### src/common/mcpp_pkg.sv
package mcpp_pkg;

  // Bus geometry
  localparam int ADDR_W = 8;
  localparam int DATA_W = 16;
  localparam int BUF_DEPTH = 32;

  // Register map
  localparam logic [7:0] CTRL_ADDR = 8'h00;
  localparam logic [1:0] BUF_A_TAG = 2'h1;
  localparam logic [1:0] BUF_B_TAG = 2'h2;
  localparam int BUF_TAG_LSB = 6;

  // Control word field positions
  localparam int BIT_SELECT = 10;
  localparam int BIT_ACK = 8;
  localparam int UNUSED_MSB = 7;
  localparam int UNUSED_LSB = 4;
  localparam int BIT_STOP = 3;
  localparam int BIT_ENABLE = 2;

  // Reset values
  localparam logic RST_ACK = 1'b0;
  localparam logic RST_STOP = 1'b0;
  localparam logic RST_ENABLE = 1'b0;
  localparam logic RST_SELECT = 1'b0;
  localparam logic [15:0] RST_WORD = 16'h0000;

  // Bank codes
  localparam logic BANK_A = 1'b0;
  localparam logic BANK_B = 1'b1;

  typedef enum logic [1:0] {
    MCPP_HS_OFF = 2'b00,
    MCPP_HS_ACTIVE = 2'b01,
    MCPP_HS_SUSPENDED = 2'b10
  } mcpp_hs_e;

  // Message events from the terminal core
  typedef struct packed {
    logic start;
    logic word_valid;
    logic [DATA_W-1:0] word;
    logic done;
    logic ok;
  } mcpp_msg_s;

  // Host-written control bits
  typedef struct packed {
    logic enable;
    logic stop;
  } mcpp_ctl_s;

endpackage

### src/verilog/mcpp_buffer.sv
`timescale 1ns/1ps
module mcpp_buffer #(
  parameter int DEPTH = mcpp_pkg::BUF_DEPTH,
  parameter int DATA_W = mcpp_pkg::DATA_W,
  parameter int IDX_W = $clog2(DEPTH)
) (
  input wire logic clock,
  input wire logic dev_we,
  input wire logic dev_bank,
  input wire logic [IDX_W-1:0] dev_index,
  input wire logic [DATA_W-1:0] dev_data,
  input wire logic host_we,
  input wire logic host_bank,
  input wire logic [IDX_W-1:0] host_index,
  input wire logic [DATA_W-1:0] host_wdata,
  output logic [DATA_W-1:0] host_rdata
);

  logic [DATA_W-1:0] mem [2*DEPTH];

  // Device write wins a same-word collision
  always_ff @(posedge clock) begin
    if (dev_we) begin
      mem[{dev_bank, dev_index}] <= dev_data;
    end
    if (host_we && !(dev_we && dev_bank == host_bank && dev_index == host_index)) begin
      mem[{host_bank, host_index}] <= host_wdata;
    end
  end

  assign host_rdata = mem[{host_bank, host_index}];

endmodule // mcpp_buffer

### src/verilog/mcpp_handshake.sv
`timescale 1ns/1ps
module mcpp_handshake (
  input wire logic clock,
  input wire logic rst,
  input wire logic enable,
  input wire logic stop,
  input wire logic busy,
  output logic ack,
  output mcpp_pkg::mcpp_hs_e state
);

  typedef struct packed {
    mcpp_pkg::mcpp_hs_e hs;
  } mcpp_hs_state_s;

  mcpp_hs_state_s s_q;
  mcpp_hs_state_s s_d;

  always_comb begin
    s_d = s_q;
    case (s_q.hs)
      mcpp_pkg::MCPP_HS_OFF: begin
        if (enable && !busy) begin
          s_d.hs = stop ? mcpp_pkg::MCPP_HS_SUSPENDED : mcpp_pkg::MCPP_HS_ACTIVE;
        end
      end
      mcpp_pkg::MCPP_HS_ACTIVE: begin
        if (!enable) begin
          s_d.hs = mcpp_pkg::MCPP_HS_OFF;
        end else if (stop && !busy) begin
          s_d.hs = mcpp_pkg::MCPP_HS_SUSPENDED;
        end
      end
      mcpp_pkg::MCPP_HS_SUSPENDED: begin
        if (!enable) begin
          s_d.hs = mcpp_pkg::MCPP_HS_OFF;
        end else if (!stop && !busy) begin
          s_d.hs = mcpp_pkg::MCPP_HS_ACTIVE;
        end
      end
      default: begin
        s_d.hs = mcpp_pkg::MCPP_HS_OFF;
      end
    endcase
  end

  always_ff @(posedge clock) begin
    if (rst) begin
      s_q.hs <= mcpp_pkg::MCPP_HS_OFF;
    end else begin
      s_q <= s_d;
    end
  end

  assign ack = (s_q.hs == mcpp_pkg::MCPP_HS_ACTIVE);
  assign state = s_q.hs;

endmodule // mcpp_handshake

### src/verilog/mcpp_top.sv
// Behaviour
// Ack flag read only, valid when enabled
// Set ack when double buffering active
// Host sets stop before unloading buffer
// Stop request clears ack
// Host touches buffer only while ack low
// Host clears stop after servicing buffer
// Cleared stop sets ack again
// Suspended: store into selected buffer, overwrite
// Suspended: buffer select stays unchanged
// Enable one: double, zero: single buffering
// Select picks A/B, toggles on good completion
// Reset clears ack, stop; bits 7-4 ignored
//
// The plain strobed port and the address map were decided locally.
`timescale 1ns/1ps
module mcpp_top #(
  parameter int DEPTH = mcpp_pkg::BUF_DEPTH,
  parameter int IDX_W = $clog2(DEPTH)
) (
  input wire logic clock,
  input wire logic rst,
  input wire logic [mcpp_pkg::ADDR_W-1:0] reg_addr,
  input wire logic [mcpp_pkg::DATA_W-1:0] reg_wdata,
  input wire logic reg_we,
  input wire logic reg_re,
  output logic [mcpp_pkg::DATA_W-1:0] reg_rdata,
  input wire mcpp_pkg::mcpp_msg_s msg,
  output logic pingpong_ack,
  output logic buffer_select_flag,
  output logic msg_busy,
  output logic msg_bank
);

  typedef struct packed {
    logic [mcpp_pkg::DATA_W-1:0] rdata;
    mcpp_pkg::mcpp_ctl_s ctl;
    logic select;
    logic busy;
    logic pp_msg;
    logic bank;
    logic full;
    logic [IDX_W-1:0] index;
  } mcpp_top_state_s;

  mcpp_top_state_s s_q;
  mcpp_top_state_s s_d;

  logic ack;
  logic ctrl_hit;
  logic buf_a_hit;
  logic buf_b_hit;
  logic buf_hit;
  logic host_bank;
  logic host_buf_we;
  logic dev_we;
  logic [mcpp_pkg::DATA_W-1:0] buf_rdata;
  logic [mcpp_pkg::DATA_W-1:0] ctrl_word;
  logic [1:0] addr_tag;
  mcpp_pkg::mcpp_hs_e hs_state;

  // Address decode
  assign addr_tag = reg_addr[mcpp_pkg::BUF_TAG_LSB +: 2];
  assign ctrl_hit = (reg_addr == mcpp_pkg::CTRL_ADDR);
  assign buf_a_hit = (addr_tag == mcpp_pkg::BUF_A_TAG);
  assign buf_b_hit = (addr_tag == mcpp_pkg::BUF_B_TAG);
  assign buf_hit = (buf_a_hit || buf_b_hit) && (reg_addr[mcpp_pkg::BUF_TAG_LSB-1:0] < 6'(DEPTH));
  assign host_bank = buf_b_hit ? mcpp_pkg::BANK_B : mcpp_pkg::BANK_A;
  assign host_buf_we = reg_we && buf_hit;

  // Device writes words of the running message
  assign dev_we = s_q.busy && msg.word_valid && !s_q.full;

  // Control word as read by the host
  always_comb begin
    ctrl_word = mcpp_pkg::RST_WORD;
    ctrl_word[mcpp_pkg::BIT_SELECT] = s_q.select;
    ctrl_word[mcpp_pkg::BIT_ACK] = ack;
    ctrl_word[mcpp_pkg::BIT_STOP] = s_q.ctl.stop;
    ctrl_word[mcpp_pkg::BIT_ENABLE] = s_q.ctl.enable;
  end

  always_comb begin
    s_d = s_q;
    s_d.rdata = mcpp_pkg::RST_WORD;
    if (reg_re) begin
      if (ctrl_hit) begin
        s_d.rdata = ctrl_word;
      end else if (buf_hit) begin
        s_d.rdata = buf_rdata;
      end
    end
    // Only stop and enable are writable; ack, select, 7-4 ignored
    if (reg_we && ctrl_hit) begin
      s_d.ctl.stop = reg_wdata[mcpp_pkg::BIT_STOP];
      s_d.ctl.enable = reg_wdata[mcpp_pkg::BIT_ENABLE];
    end
    if (!s_q.busy) begin
      if (msg.start) begin
        s_d.busy = 1'b1;
        s_d.pp_msg = s_q.ctl.enable && ack;
        s_d.bank = s_q.ctl.enable ? s_q.select : mcpp_pkg::BANK_A;
        s_d.index = '0;
        s_d.full = 1'b0;
      end
    end else begin
      if (dev_we) begin
        s_d.index = IDX_W'(s_q.index + 1'b1);
        s_d.full = (s_q.index == IDX_W'(DEPTH - 1));
      end
      if (msg.done) begin
        s_d.busy = 1'b0;
        if (s_q.pp_msg && msg.ok) begin
          s_d.select = ~s_q.select;
        end
        // Suspended or failed messages keep the select flag
      end
    end
  end

  always_ff @(posedge clock) begin
    if (rst) begin
      s_q.rdata <= mcpp_pkg::RST_WORD;
      s_q.ctl.enable <= mcpp_pkg::RST_ENABLE;
      s_q.ctl.stop <= mcpp_pkg::RST_STOP;
      s_q.select <= mcpp_pkg::RST_SELECT;
      s_q.busy <= 1'b0;
      s_q.pp_msg <= 1'b0;
      s_q.bank <= mcpp_pkg::BANK_A;
      s_q.full <= 1'b0;
      s_q.index <= '0;
    end else begin
      s_q <= s_d;
    end
  end

  mcpp_handshake u_handshake (
    .clock(clock),
    .rst(rst),
    .enable(s_q.ctl.enable),
    .stop(s_q.ctl.stop),
    .busy(s_q.busy),
    .ack(ack),
    .state(hs_state)
  );

  mcpp_buffer #(
    .DEPTH(DEPTH),
    .DATA_W(mcpp_pkg::DATA_W),
    .IDX_W(IDX_W)
  ) u_buffer (
    .clock(clock),
    .dev_we(dev_we),
    .dev_bank(s_q.bank),
    .dev_index(s_q.index),
    .dev_data(msg.word),
    .host_we(host_buf_we),
    .host_bank(host_bank),
    .host_index(reg_addr[IDX_W-1:0]),
    .host_wdata(reg_wdata),
    .host_rdata(buf_rdata)
  );

  assign reg_rdata = s_q.rdata;
  assign pingpong_ack = ack;
  assign buffer_select_flag = s_q.select;
  assign msg_busy = s_q.busy;
  assign msg_bank = s_q.bank;
endmodule // mcpp_top
### config.mk
export PLATFORM = sky130hd
export DESIGN_NAME = mcpp_top
export DESIGN_NICKNAME = d
export VERILOG_FILES = /design/src/common/mcpp_pkg.sv /design/src/verilog/mcpp_buffer.sv /design/src/verilog/mcpp_handshake.sv /design/src/verilog/mcpp_top.sv
export SDC_FILE = /design/constraint.sdc
export NUM_CORES = 1
export LEC_CHECK = 0
export ABC_CLOCK_PERIOD_IN_PS = 10400
export BUFFER_PORTS_ARGS = -buffer_cell sky130_fd_sc_hd__buf_2
export CELL_PAD_IN_SITES_DETAIL_PLACEMENT = 0
export CELL_PAD_IN_SITES_GLOBAL_PLACEMENT = 1
export CORE_MARGIN = 3
export CORE_UTILIZATION = 30
export CTS_BUF_LIST = sky130_fd_sc_hd__clkbuf_8
export CTS_CLUSTER_SIZE = 30
export DETAILED_ROUTE_END_ITERATION = 10
export PLACE_DENSITY_LB_ADDON = 0.2
export RECOVER_POWER = 50
export SLEW_MARGIN = 5
export SYNTH_ARGS = -nofsm -noshare
export SYNTH_HDL_FRONTEND = slang
export SYNTH_SLANG_ARGS = --single-unit
### constraint.sdc
create_clock -name clock -period 10.4 [get_ports clock]
set_clock_uncertainty 0.05 [all_clocks]
set_input_delay 2.08 -clock clock [delete_from_list [all_inputs] [get_ports clock]]
set_output_delay 2.08 -clock clock [all_outputs]
set_load 0.02 [all_outputs]
=== Yosys cells after proc, flatten, opt, wreduce, memory -nomap -nowiden ===
Memories as Yosys holds them, arrays and structs flattened.
Cells that the tools add are included.
W data, S select, Z words.

* Flip-flop bits (word level): 30
* RAM bits: 1024
* Input port bits: 48
* Output and inout port bits: 20
* Word-level logic and storage cells: 76
* Memories: 1

* Add/sub/neg operators: 1
* Order comparisons: 1
* Eq/ne operators: 11
* Mux-type cells: 20
* Bitwise logic cells: 4
* Reduce and logical (&&, ||, !) cells: 27

{| class="wikitable"
|+ Memories
! name !! depth !! width !! read ports !! clocked after memory_dff !! write ports !! line !! RTL
|-
| u_buffer.mem || 64 || 16 || 1 || 0 || 2 || mcpp_buffer.sv:19 || <nowiki>logic [DATA_W-1:0] mem [2*DEPTH];</nowiki>
|}

{| class="wikitable"
|+ Operators by type and width
! cell !! count
|-
| $mux W11 || 2
|-
| $logic_and A1 B1 Y1 || 13
|-
| $mux W2 || 6
|-
| $mux W6 || 2
|-
| $mux W9 || 1
|-
| $logic_not A8 Y1 || 1
|-
| $mux W1 || 8
|-
| $lt A6 B6 Y1 const B || 1
|-
| $ne A3 B2 Y1 const B || 2
|-
| $pmux W2 S3 || 1
|-
| $reduce_and A3 Y1 || 2
|-
| $add A5 B1 Y5 const B || 1
|-
| $eq A5 B5 Y1 || 1
|-
| $eq A5 B5 Y1 const B || 1
|-
| $eq A2 B1 Y1 const B || 2
|-
| $eq A2 B2 Y1 const B || 2
|-
| $logic_not A1 Y1 || 4
|-
| $ne A2 B1 Y1 const B || 2
|-
| $not A1 Y1 || 4
|-
| $reduce_and A2 Y1 || 2
|-
| $reduce_or A4 Y1 || 1
|-
| $logic_not A2 Y1 || 1
|-
| $reduce_bool A2 Y1 || 1
|-
| $reduce_or A2 Y1 || 1
|-
| other kinds (2) || 2
|}

=== Depth between registers and ports, before layout ===
Gate-level depths: netlist (run 1).

* Depth in word-level cells: 9
* Mapped depth: 11
* Gate-level depth less buffers: 8

=== Modules after synthesis ===
A second synthesis (run 1) with hierarchy kept.

* Cell total of the unflattened synthesis: 3826
* Area total of the unflattened synthesis: 54288.3 µm²

{| class="wikitable"
|+ Modules (own cells, without submodules)
! module !! times used !! cells each !! area an instance (µm²)
|-
| mcpp_buffer || 1 || 3692 || 53003.3
|-
| mcpp_top || 1 || 125 || 1189.9
|-
| mcpp_handshake || 1 || 9 || 95.1
|}

=== Worst setup path before layout (run 1) ===
Ideal clock, no wire load.

* Path type: input -> register
* Start point: input port reg_addr[6] (netlist bit)
* End point: memory u_buffer.mem[29][0] (enable)
* Arrival time: 4.496 ns
* Setup slack: 5.442 ns
* Stages on the path: 10
* Path buffers: 2
* Cells stage by stage: inv_1 ha_1 buf_2 xnor2_1 nand4_1 o311ai_4 nor3_4 nand2_4 buf_6 o21ai_0

{| class="wikitable"
|+ RTL lines
! item !! line !! RTL
|-
| start, declared || mcpp_top.sv:23 || <nowiki>input wire logic [mcpp_pkg::ADDR_W-1:0] reg_addr,</nowiki>
|-
| end, declared || mcpp_buffer.sv:19 ||
|}

==> flow_metrics.py, run 1 <==
metrics = {
    "floorplan": {
        "start_util_pct": 30.34,
        "die_x_um": 437.7,
        "num_rows": 157,
        "die_h_um": 437.7,
        "core_area_sq_um": 184300,
        "num_io_pins": 68,
        "die_area_sq_um": 191600,
    },
    "power": {
        "ir_drop_mv": 0.09722,
        "total_power_w": 0.009375,
        "seqPwrFrac_pct": 49.9,
        "p_comb_share_pct": 9.6,
        "p_switching_w": 0.002587,
        "p_per_area_nw_per_um2": 156.0,
        "intPower_w": 0.006788,
        "p_sw_share_pct": 27.60,
        "leakagePower_nw": 19.68,
        "clkPwrFrac_pct": 40.5,
    },
    "sta": {
        "fin_setup_tns_ns": 0,
        "hold_violations": 0,
        "fmax_mhz": 130.0,
        "timing.final.crit_period_ns": 7.692,
        "fin_ws_ns": 2.708,
        "setup_viol": 0,
        "relSlewSlack_pct": -122.5,
        "period_share_pct": 73.96,
        "drv_slew": 339,
        "worstMarginPinSlew_ns": 3.302,
        "rsz0062_at_grt": "false",
    },
    "detailed_routing": {
        "ant_nets": 0,
        "vias": 35710,
        "remaining_drc_errors": 0,
        "wl_per_cell_um": 39.09,
        "drt_iter0_drc": 4604,
        "firstDrtPassIters": 6,
        "viasPerCell": 5.800,
        "routed_wl_mm": 240.6,
    },
    "logic_synthesis": {
        "synth.avg_cell_area_sq_um": 15.49,
        "ys_types": 71,
        "syn_area_sq_um": 55910,
        "synth-main-ff-cell": "edfxtp_1",
        "synthAdderAreaFrac_pct": 0.08952,
        "ys_seq_area_share_pct": 56.07,
        "yosys.area_share.simple_pct": 3.070,
        "syn_nets": 3662,
        "synthMuxAreaShare_pct": 30.63,
        "synth_edf_count": 1024,
        "ys_async_sr_fraction_pct": 0,
        "ys_ff_latch": 1054,
        "synth-xor-area-share_pct": 0.1410,
        "synth_compound_area_share_pct": 5.984,
        "synth_warnings": 0,
        "syn_inst": 3610,
        "synth_top_family_by_area": "multiplexers",
    },
    "final_layout": {
        "multi_input_area_sq_um": 20960,
        "area_growth_pct": 7.488,
        "layout_commonest_cell": "edfxtp_1",
        "final-seq-area_sq_um": 31350,
        "fin_area_sq_um": 60100,
        "fillCellCount": 18510,
        "final_cell_mix": "edfxtp_1 (1024), mux2_2 (727), mux2_1 (333), clkbuf_8 (198), nand2_1 (128)",
        "nNetsFinal": 3574,
        "final_cell_count_no_fill": 6156,
        "drive_above_1_share_pct": 35.41,
    },
    "global_route": {
        "grt_pass1_wl_mm": 320.3,
        "grtUsageTotal_pct": 24.32,
        "grt_busiest_layer": "met2",
        "use_met3_pct": 4.702,
        "use_met2_pct": 37.05,
        "first_global_vias": 34430,
        "antenna_found_initial": 34,
        "grt_max_degree": 84,
        "overflow": 0,
        "met1_usage_pct": 33.83,
    },
    "place": {
        "post-place-ws_ns": 3.959,
        "detailed_place.area_sq_um": 58360,
        "dp_cells": 5793,
        "gp_congestion": 0.8860,
        "port_buffers": 67,
        "dp_hpwl_mm": 146.5,
    },
    "critical_path": {
        "cp-end-kind": "flip-flop",
        "worst-path-buf-inv": 3,
        "cp_cell_sequence": "buf_2 -> inv_1 -> ha_1 -> xnor2_1 -> nand4_1 -> o311ai_0 -> nor3_4 -> clkbuf_1 -> nand2_1 -> o21ai_0",
        "crit_arrival_ns": 7.88,
        "path_class": "primary input to flip-flop",
        "critPathTopFamily": "compound AO/OA/AOI/OAI gates",
        "critical-path-max-stage-delay_ns": 1.58,
        "worstPathMaxFanout": 17,
        "cp.required_ns": 10.59,
        "cp_slowest_cell": "o21ai_0",
        "start_kind": "primary input",
    },
    "run_status": {
        "status": "finished, violations left",
        "violations": "capacitance limit, slew limit",
    },
    "clocking": {
        "cts.path.max_buffers": 3,
        "cts_root_buf": "clkbuf_8",
        "cts_resized": 0,
        "cts_setup_buffers": 0,
        "cts_tree": "done",
        "clkSinkCount": 1054,
        "clk_pin_slew_ns": 0.06,
        "h-tree-depth": 4,
        "cts_buffers": 191,
        "cts_hold_repair.buffers": 0,
        "clk_latency_ns": 0.98,
    },
    "worst_hold_path": {
        "hold_path_class": "flip-flop to flip-flop",
    },
    "run": {
        "cap_violations": 22,
    },
}
==> worst min-delay path, stage by stage (launching register included) <==
cell	delay, ns
dfxtp_1	0.31
nand2_1	0.05
a21oi_1	0.05
==> state kept, by name, indices dropped and copies added, names as in the netlist <==
| name | cells |
|---|---|
| u_buffer.mem | 1024 |
| reg_rdata | 16 |
| s_q | 7 |
| ctrl_word | 2 |
| u_handshake.state | 2 |
| buffer_select_flag | 1 |
| msg_bank | 1 |
| msg_busy | 1 |
==> cells in the mapped netlist, types with 7 or more instances <==
library cell / count / area (sq um)
mux4_2: 104 / 2342
nor2_1: 63 / 236.5
a221oi_1: 81 / 709.4
a221o_1: 24 / 240.2
a211oi_1: 7 / 52.55
nor2b_1: 16 / 100.1
and2_1: 7 / 43.79
a31oi_1: 18 / 112.6
or2_2: 7 / 43.79
a22oi_1: 70 / 525.5
o22a_1: 7 / 61.31
a21oi_1: 59 / 295.3
clkbuf_1: 257 / 964.7
o22ai_1: 49 / 306.5
nand2_1: 86 / 322.8
o221ai_1: 8 / 70.07
mux2_2: 727 / 8187
nand3_1: 26 / 130.1
a2111oi_0: 9 / 78.83
edfxtp_1: 1024 / 30750
buf_2: 85 / 425.4
nand2_4: 40 / 450.4
a22o_1: 10 / 87.58
o2bb2ai_1: 7 / 61.31
mux2i_1: 119 / 1191
buf_4: 23 / 172.7
buf_1: 49 / 183.9
mux2_4: 360 / 5405
o21ai_0: 97 / 485.5
buf_6: 41 / 461.7
dfxtp_1: 30 / 600.6
==> power groups by stage <==
| stage | clock network, W | registers (W) | logic, W |
|---|---|---|---|
| floorplan | 0 | 0.00476 | 0.000553 |
| global placement | 0 | 0.00477 | 0.000942 |
| detailed placement | 0 | 0.00477 | 0.000948 |
| CTS | 0.00387 | 0.00468 | 0.000951 |
| global route | 0.00404 | 0.00468 | 0.000921 |
| finish | 0.00380 | 0.00468 | 0.000898 |
==> cell type report <==
type	instances	share of cell area, %
antenna	12	0.04997
multi-input combinational	2092	34.88
sequential	1054	52.17
clock inverter	153	1.314
tap	2464	5.130
inverter	8	0.05205
timing repair buffer	175	1.872
clock buffer	198	4.535
==> layer usage <==
layer	up-vias	part of all wire, %
li1	14080	-
met2	1997	44
met5	-	0.011
met3	443	8.6
met4	4	4.6
met1	19180	42
==> per-stage QoR <==
| stage | util [%] | hold slack (ns) |
|---|---|---|
| global route | 32.60 | 0.4439 |
| global placement | 31.67 | 0.3975 |
| floorplan | - | 0.3823 |
| finish | 32.62 | 0.4089 |
| detailed placement | 31.67 | 0.4060 |
| CTS | 33.58 | 0.4143 |
==> path summary, 6_finish.rpt <==
kind	from	endpoint	slack, ns	cells past startpoint
setup reg to reg	s_q[3]$_SDFFE_PP0P_	u_buffer.mem[40][0]$_DFFE_PP_	3.95	7
hold reg to reg	s_q[7]$_SDFFE_PP0P_	s_q[7]$_SDFFE_PP0P_	0.41	2
hold / removal	s_q[7]$_SDFFE_PP0P_	s_q[7]$_SDFFE_PP0P_	0.41	2
setup / recovery	reg_addr[6]	u_buffer.mem[40][0]$_DFFE_PP_	2.71	10
==> logic make-up after synthesis <==
kind of cell	count (synthesis)
mux	1310
flops	1054
compound gates	474
buf+inv	464
simple gates	295
xor+xnor	9
fa+ha+maj	4
Power figures use the tool's default switching activity.
==> inputs of run 2 (changes only) <==
--- a/config.mk
+++ b/config.mk
@@ -5,7 +5,7 @@
 export SDC_FILE = /design/constraint.sdc
 export NUM_CORES = 1
 export LEC_CHECK = 0
-export ABC_CLOCK_PERIOD_IN_PS = 10400
+export ABC_CLOCK_PERIOD_IN_PS = 8010
 export BUFFER_PORTS_ARGS = -buffer_cell sky130_fd_sc_hd__buf_2
 export CELL_PAD_IN_SITES_DETAIL_PLACEMENT = 0
 export CELL_PAD_IN_SITES_GLOBAL_PLACEMENT = 1
==> constraint.sdc (replaced) <==
create_clock -name clock -period 8.01 [get_ports clock]
set_clock_uncertainty 0.05 [all_clocks]
set_input_delay 1.602 -clock clock [delete_from_list [all_inputs] [get_ports clock]]
set_output_delay 1.602 -clock clock [all_outputs]
set_load 0.02 [all_outputs]
==> run 2 against run 1 <==
Compared with the run above: the flow still finishes with violations (capacitance limit, slew limit); critical path type unchanged; count of clock-buffer cells in the layout down 3; largest power group unchanged; first-iteration DRC count down 15%; critical endpoint is now u_buffer.mem[21][2]$_DFFE_PP_; hold slack better by 0.012 ns; via count down 2.5%; sequential power grew 30%; worst setup slack lost 0.96 ns.
==> flow_metrics.py, run 2 (same netlist as run 1, synthesis figures left out) <==
metrics = {
    "final_layout": {
        "nNetsFinal": 3600,
        "fin_area_sq_um": 60390,
        "final_cell_count_no_fill": 6168,
        "drive_above_1_share_pct": 36.78,
        "layout_commonest_cell": "edfxtp_1",
        "final_util_pct": 32.78,
        "area_growth_pct": 8.018,
        "largest_register": "u_buffer.mem",
        "largest_reg_flops": 1024,
        "final_cell_mix": "edfxtp_1 (1024), mux2_2 (727), mux2_1 (313), clkbuf_8 (195), nand2_1 (120)",
    },
    "detailed_routing": {
        "drt_iter0_drc": 3904,
        "remaining_drc_errors": 0,
        "ant_nets": 0,
        "firstDrtPassIters": 6,
        "viasPerCell": 5.647,
        "routed_wl_mm": 235.1,
        "vias": 34830,
        "wl_per_cell_um": 38.11,
    },
    "clocking": {
        "h-tree-depth": 4,
        "clk_pin_slew_ns": 0.06,
        "cts_root_buf": "clkbuf_8",
        "cts_buffers": 191,
        "cts_resized": 0,
        "cts.path.max_buffers": 3,
        "cts_hold_repair.buffers": 0,
        "clk_latency_ns": 0.99,
        "cts_tree": "done",
        "clkSinkCount": 1054,
        "cts_setup_buffers": 0,
    },
    "critical_path": {
        "worstPathMaxFanout": 17,
        "cp.required_ns": 8.44,
        "cp_slowest_cell": "o311ai_0",
        "r2r_start": "msg_busy$_SDFF_PP0_",
        "reg2reg_slack_ns": 2.56,
        "critical-path-max-stage-delay_ns": 1.77,
        "crit_arrival_ns": 6.69,
        "cp_cell_sequence": "buf_2 -> inv_1 -> ha_1 -> xnor2_1 -> nand4_1 -> o311ai_0 -> nor3_1 -> nand2_4 -> o21ai_2 -> clkbuf_1",
        "worst_r2r_path_depth": 7,
        "start_kind": "primary input",
        "path_class": "primary input to flip-flop",
        "r2r_end": "u_buffer.mem[21][2]$_DFFE_PP_",
        "worstSetupStartpoint": "reg_addr[6]",
        "cp-end-kind": "flip-flop",
    },
    "sta": {
        "timing.final.crit_period_ns": 6.259,
        "relSlewSlack_pct": -47.81,
        "fmax_mhz": 159.8,
        "worstMarginPinSlew_ns": 2.189,
        "period_share_pct": 78.14,
        "drv_slew": 137,
        "fin_setup_tns_ns": 0,
        "rsz0062_at_grt": "false",
        "setup_viol": 0,
        "hold_violations": 0,
        "whs_ns": 0.4213,
    },
    "power": {
        "p_sw_share_pct": 27.40,
        "p_comb_share_pct": 9.7,
        "leakagePower_nw": 20.13,
        "p_per_area_nw_per_um2": 199.5,
        "p_switching_w": 0.003301,
        "seqPwrFrac_pct": 50.4,
        "intPower_w": 0.008746,
        "ir_drop_mv": 0.1320,
        "clkPwrFrac_pct": 39.9,
    },
    "global_route": {
        "overflow": 0,
        "grt_pass1_wl_mm": 316.2,
        "grtUsageTotal_pct": 23.84,
        "first_global_vias": 34370,
        "grt_max_degree": 81,
        "antenna_found_initial": 19,
    },
    "worst_hold_path": {
        "hold_path_class": "flip-flop to flip-flop",
        "worstHoldEndpoint": "s_q[7]$_SDFFE_PP0P_",
        "hold_depth": 2,
        "min_from": "s_q[7]$_SDFFE_PP0P_",
    },
    "floorplan": {
        "core_area_sq_um": 184300,
        "die_x_um": 437.7,
        "die_area_sq_um": 191600,
        "start_util_pct": 30.34,
        "num_rows": 157,
        "num_io_pins": 68,
        "die_h_um": 437.7,
    },
    "place": {
        "dp_hpwl_mm": 145.0,
        "dp_cells": 5819,
        "gp_congestion": 0.8929,
        "port_buffers": 67,
        "detailed_place.area_sq_um": 58540,
    },
    "run_status": {
        "status": "finished, violations left",
        "violations": "capacitance limit, slew limit",
    },
    "run": {
        "cap_violations": 10,
    },
}
## run 2: cell type report
type                    instances  area (sq um)
flip-flops and latches       1054         31350
well taps                    2464          3083
fillers                     18620        123900
multi-input cells            2092         21190
clock buffers                 195          2684
inverters                       8         31.28
diodes                          9         22.52
clock inverters               145         713.2
repair buffers                201          1324
## run 2: how the worst max path moves through the flow
stage / to / slack, ns / depth (start not counted)
floorplan: u_buffer.mem[29][0]$_DFFE_PP_ / 3.53 / 10
CTS: u_buffer.mem[38][1]$_DFFE_PP_ / 3.29 / 10
finish: u_buffer.mem[21][2]$_DFFE_PP_ / 1.75 / 10
detailed placement: u_buffer.mem[38][5]$_DFFE_PP_ / 2.24 / 10
global placement: u_buffer.mem[38][4]$_DFFE_PP_ / 2.11 / 10
global route: u_buffer.mem[21][10]$_DFFE_PP_ / 1.56 / 10
## run 2: critical path, delay by kind of cell
kind | cells | cell delay, ns
AO/OA/AOI/OAI | 2 | 1.86
adder cells (fa/ha/maj) | 1 | 0.70
buffers and inverters | 3 | 0.81
XOR/XNOR | 1 | 0.20
AND/OR/NAND/NOR | 3 | 1.48
## run 2: layer usage
metal | share of wire, % | GRT usage [%] | vias up
li1 | - | - | 14130
met2 | 46 | 37.54 | 1526
met3 | 6.5 | 3.893 | 429
met1 | 43 | 32.49 | 18750
met4 | 4.9 | 10.05 | 6
met5 | 0.017 | 0 | -
## run 2: power by group through the flow
stage	combinational, W	clock, W	sequential (W)
after CTS	0.00123	0.00490	0.00608
after detailed placement	0.00123	0	0.00619
after floorplan	0.000718	0	0.00618
after global placement	0.00122	0	0.00619
after global routing	0.00120	0.00511	0.00607
final	0.00117	0.00480	0.00608
## run 2: stage by stage
step | total power (W) | worst slack (ns)
after global placement | 0.007412 | 2.109
after floorplan | 0.006901 | 3.530
after global routing | 0.01238 | 1.564
after CTS | 0.01221 | 3.289
final | 0.01205 | 1.751
after detailed placement | 0.007418 | 2.245
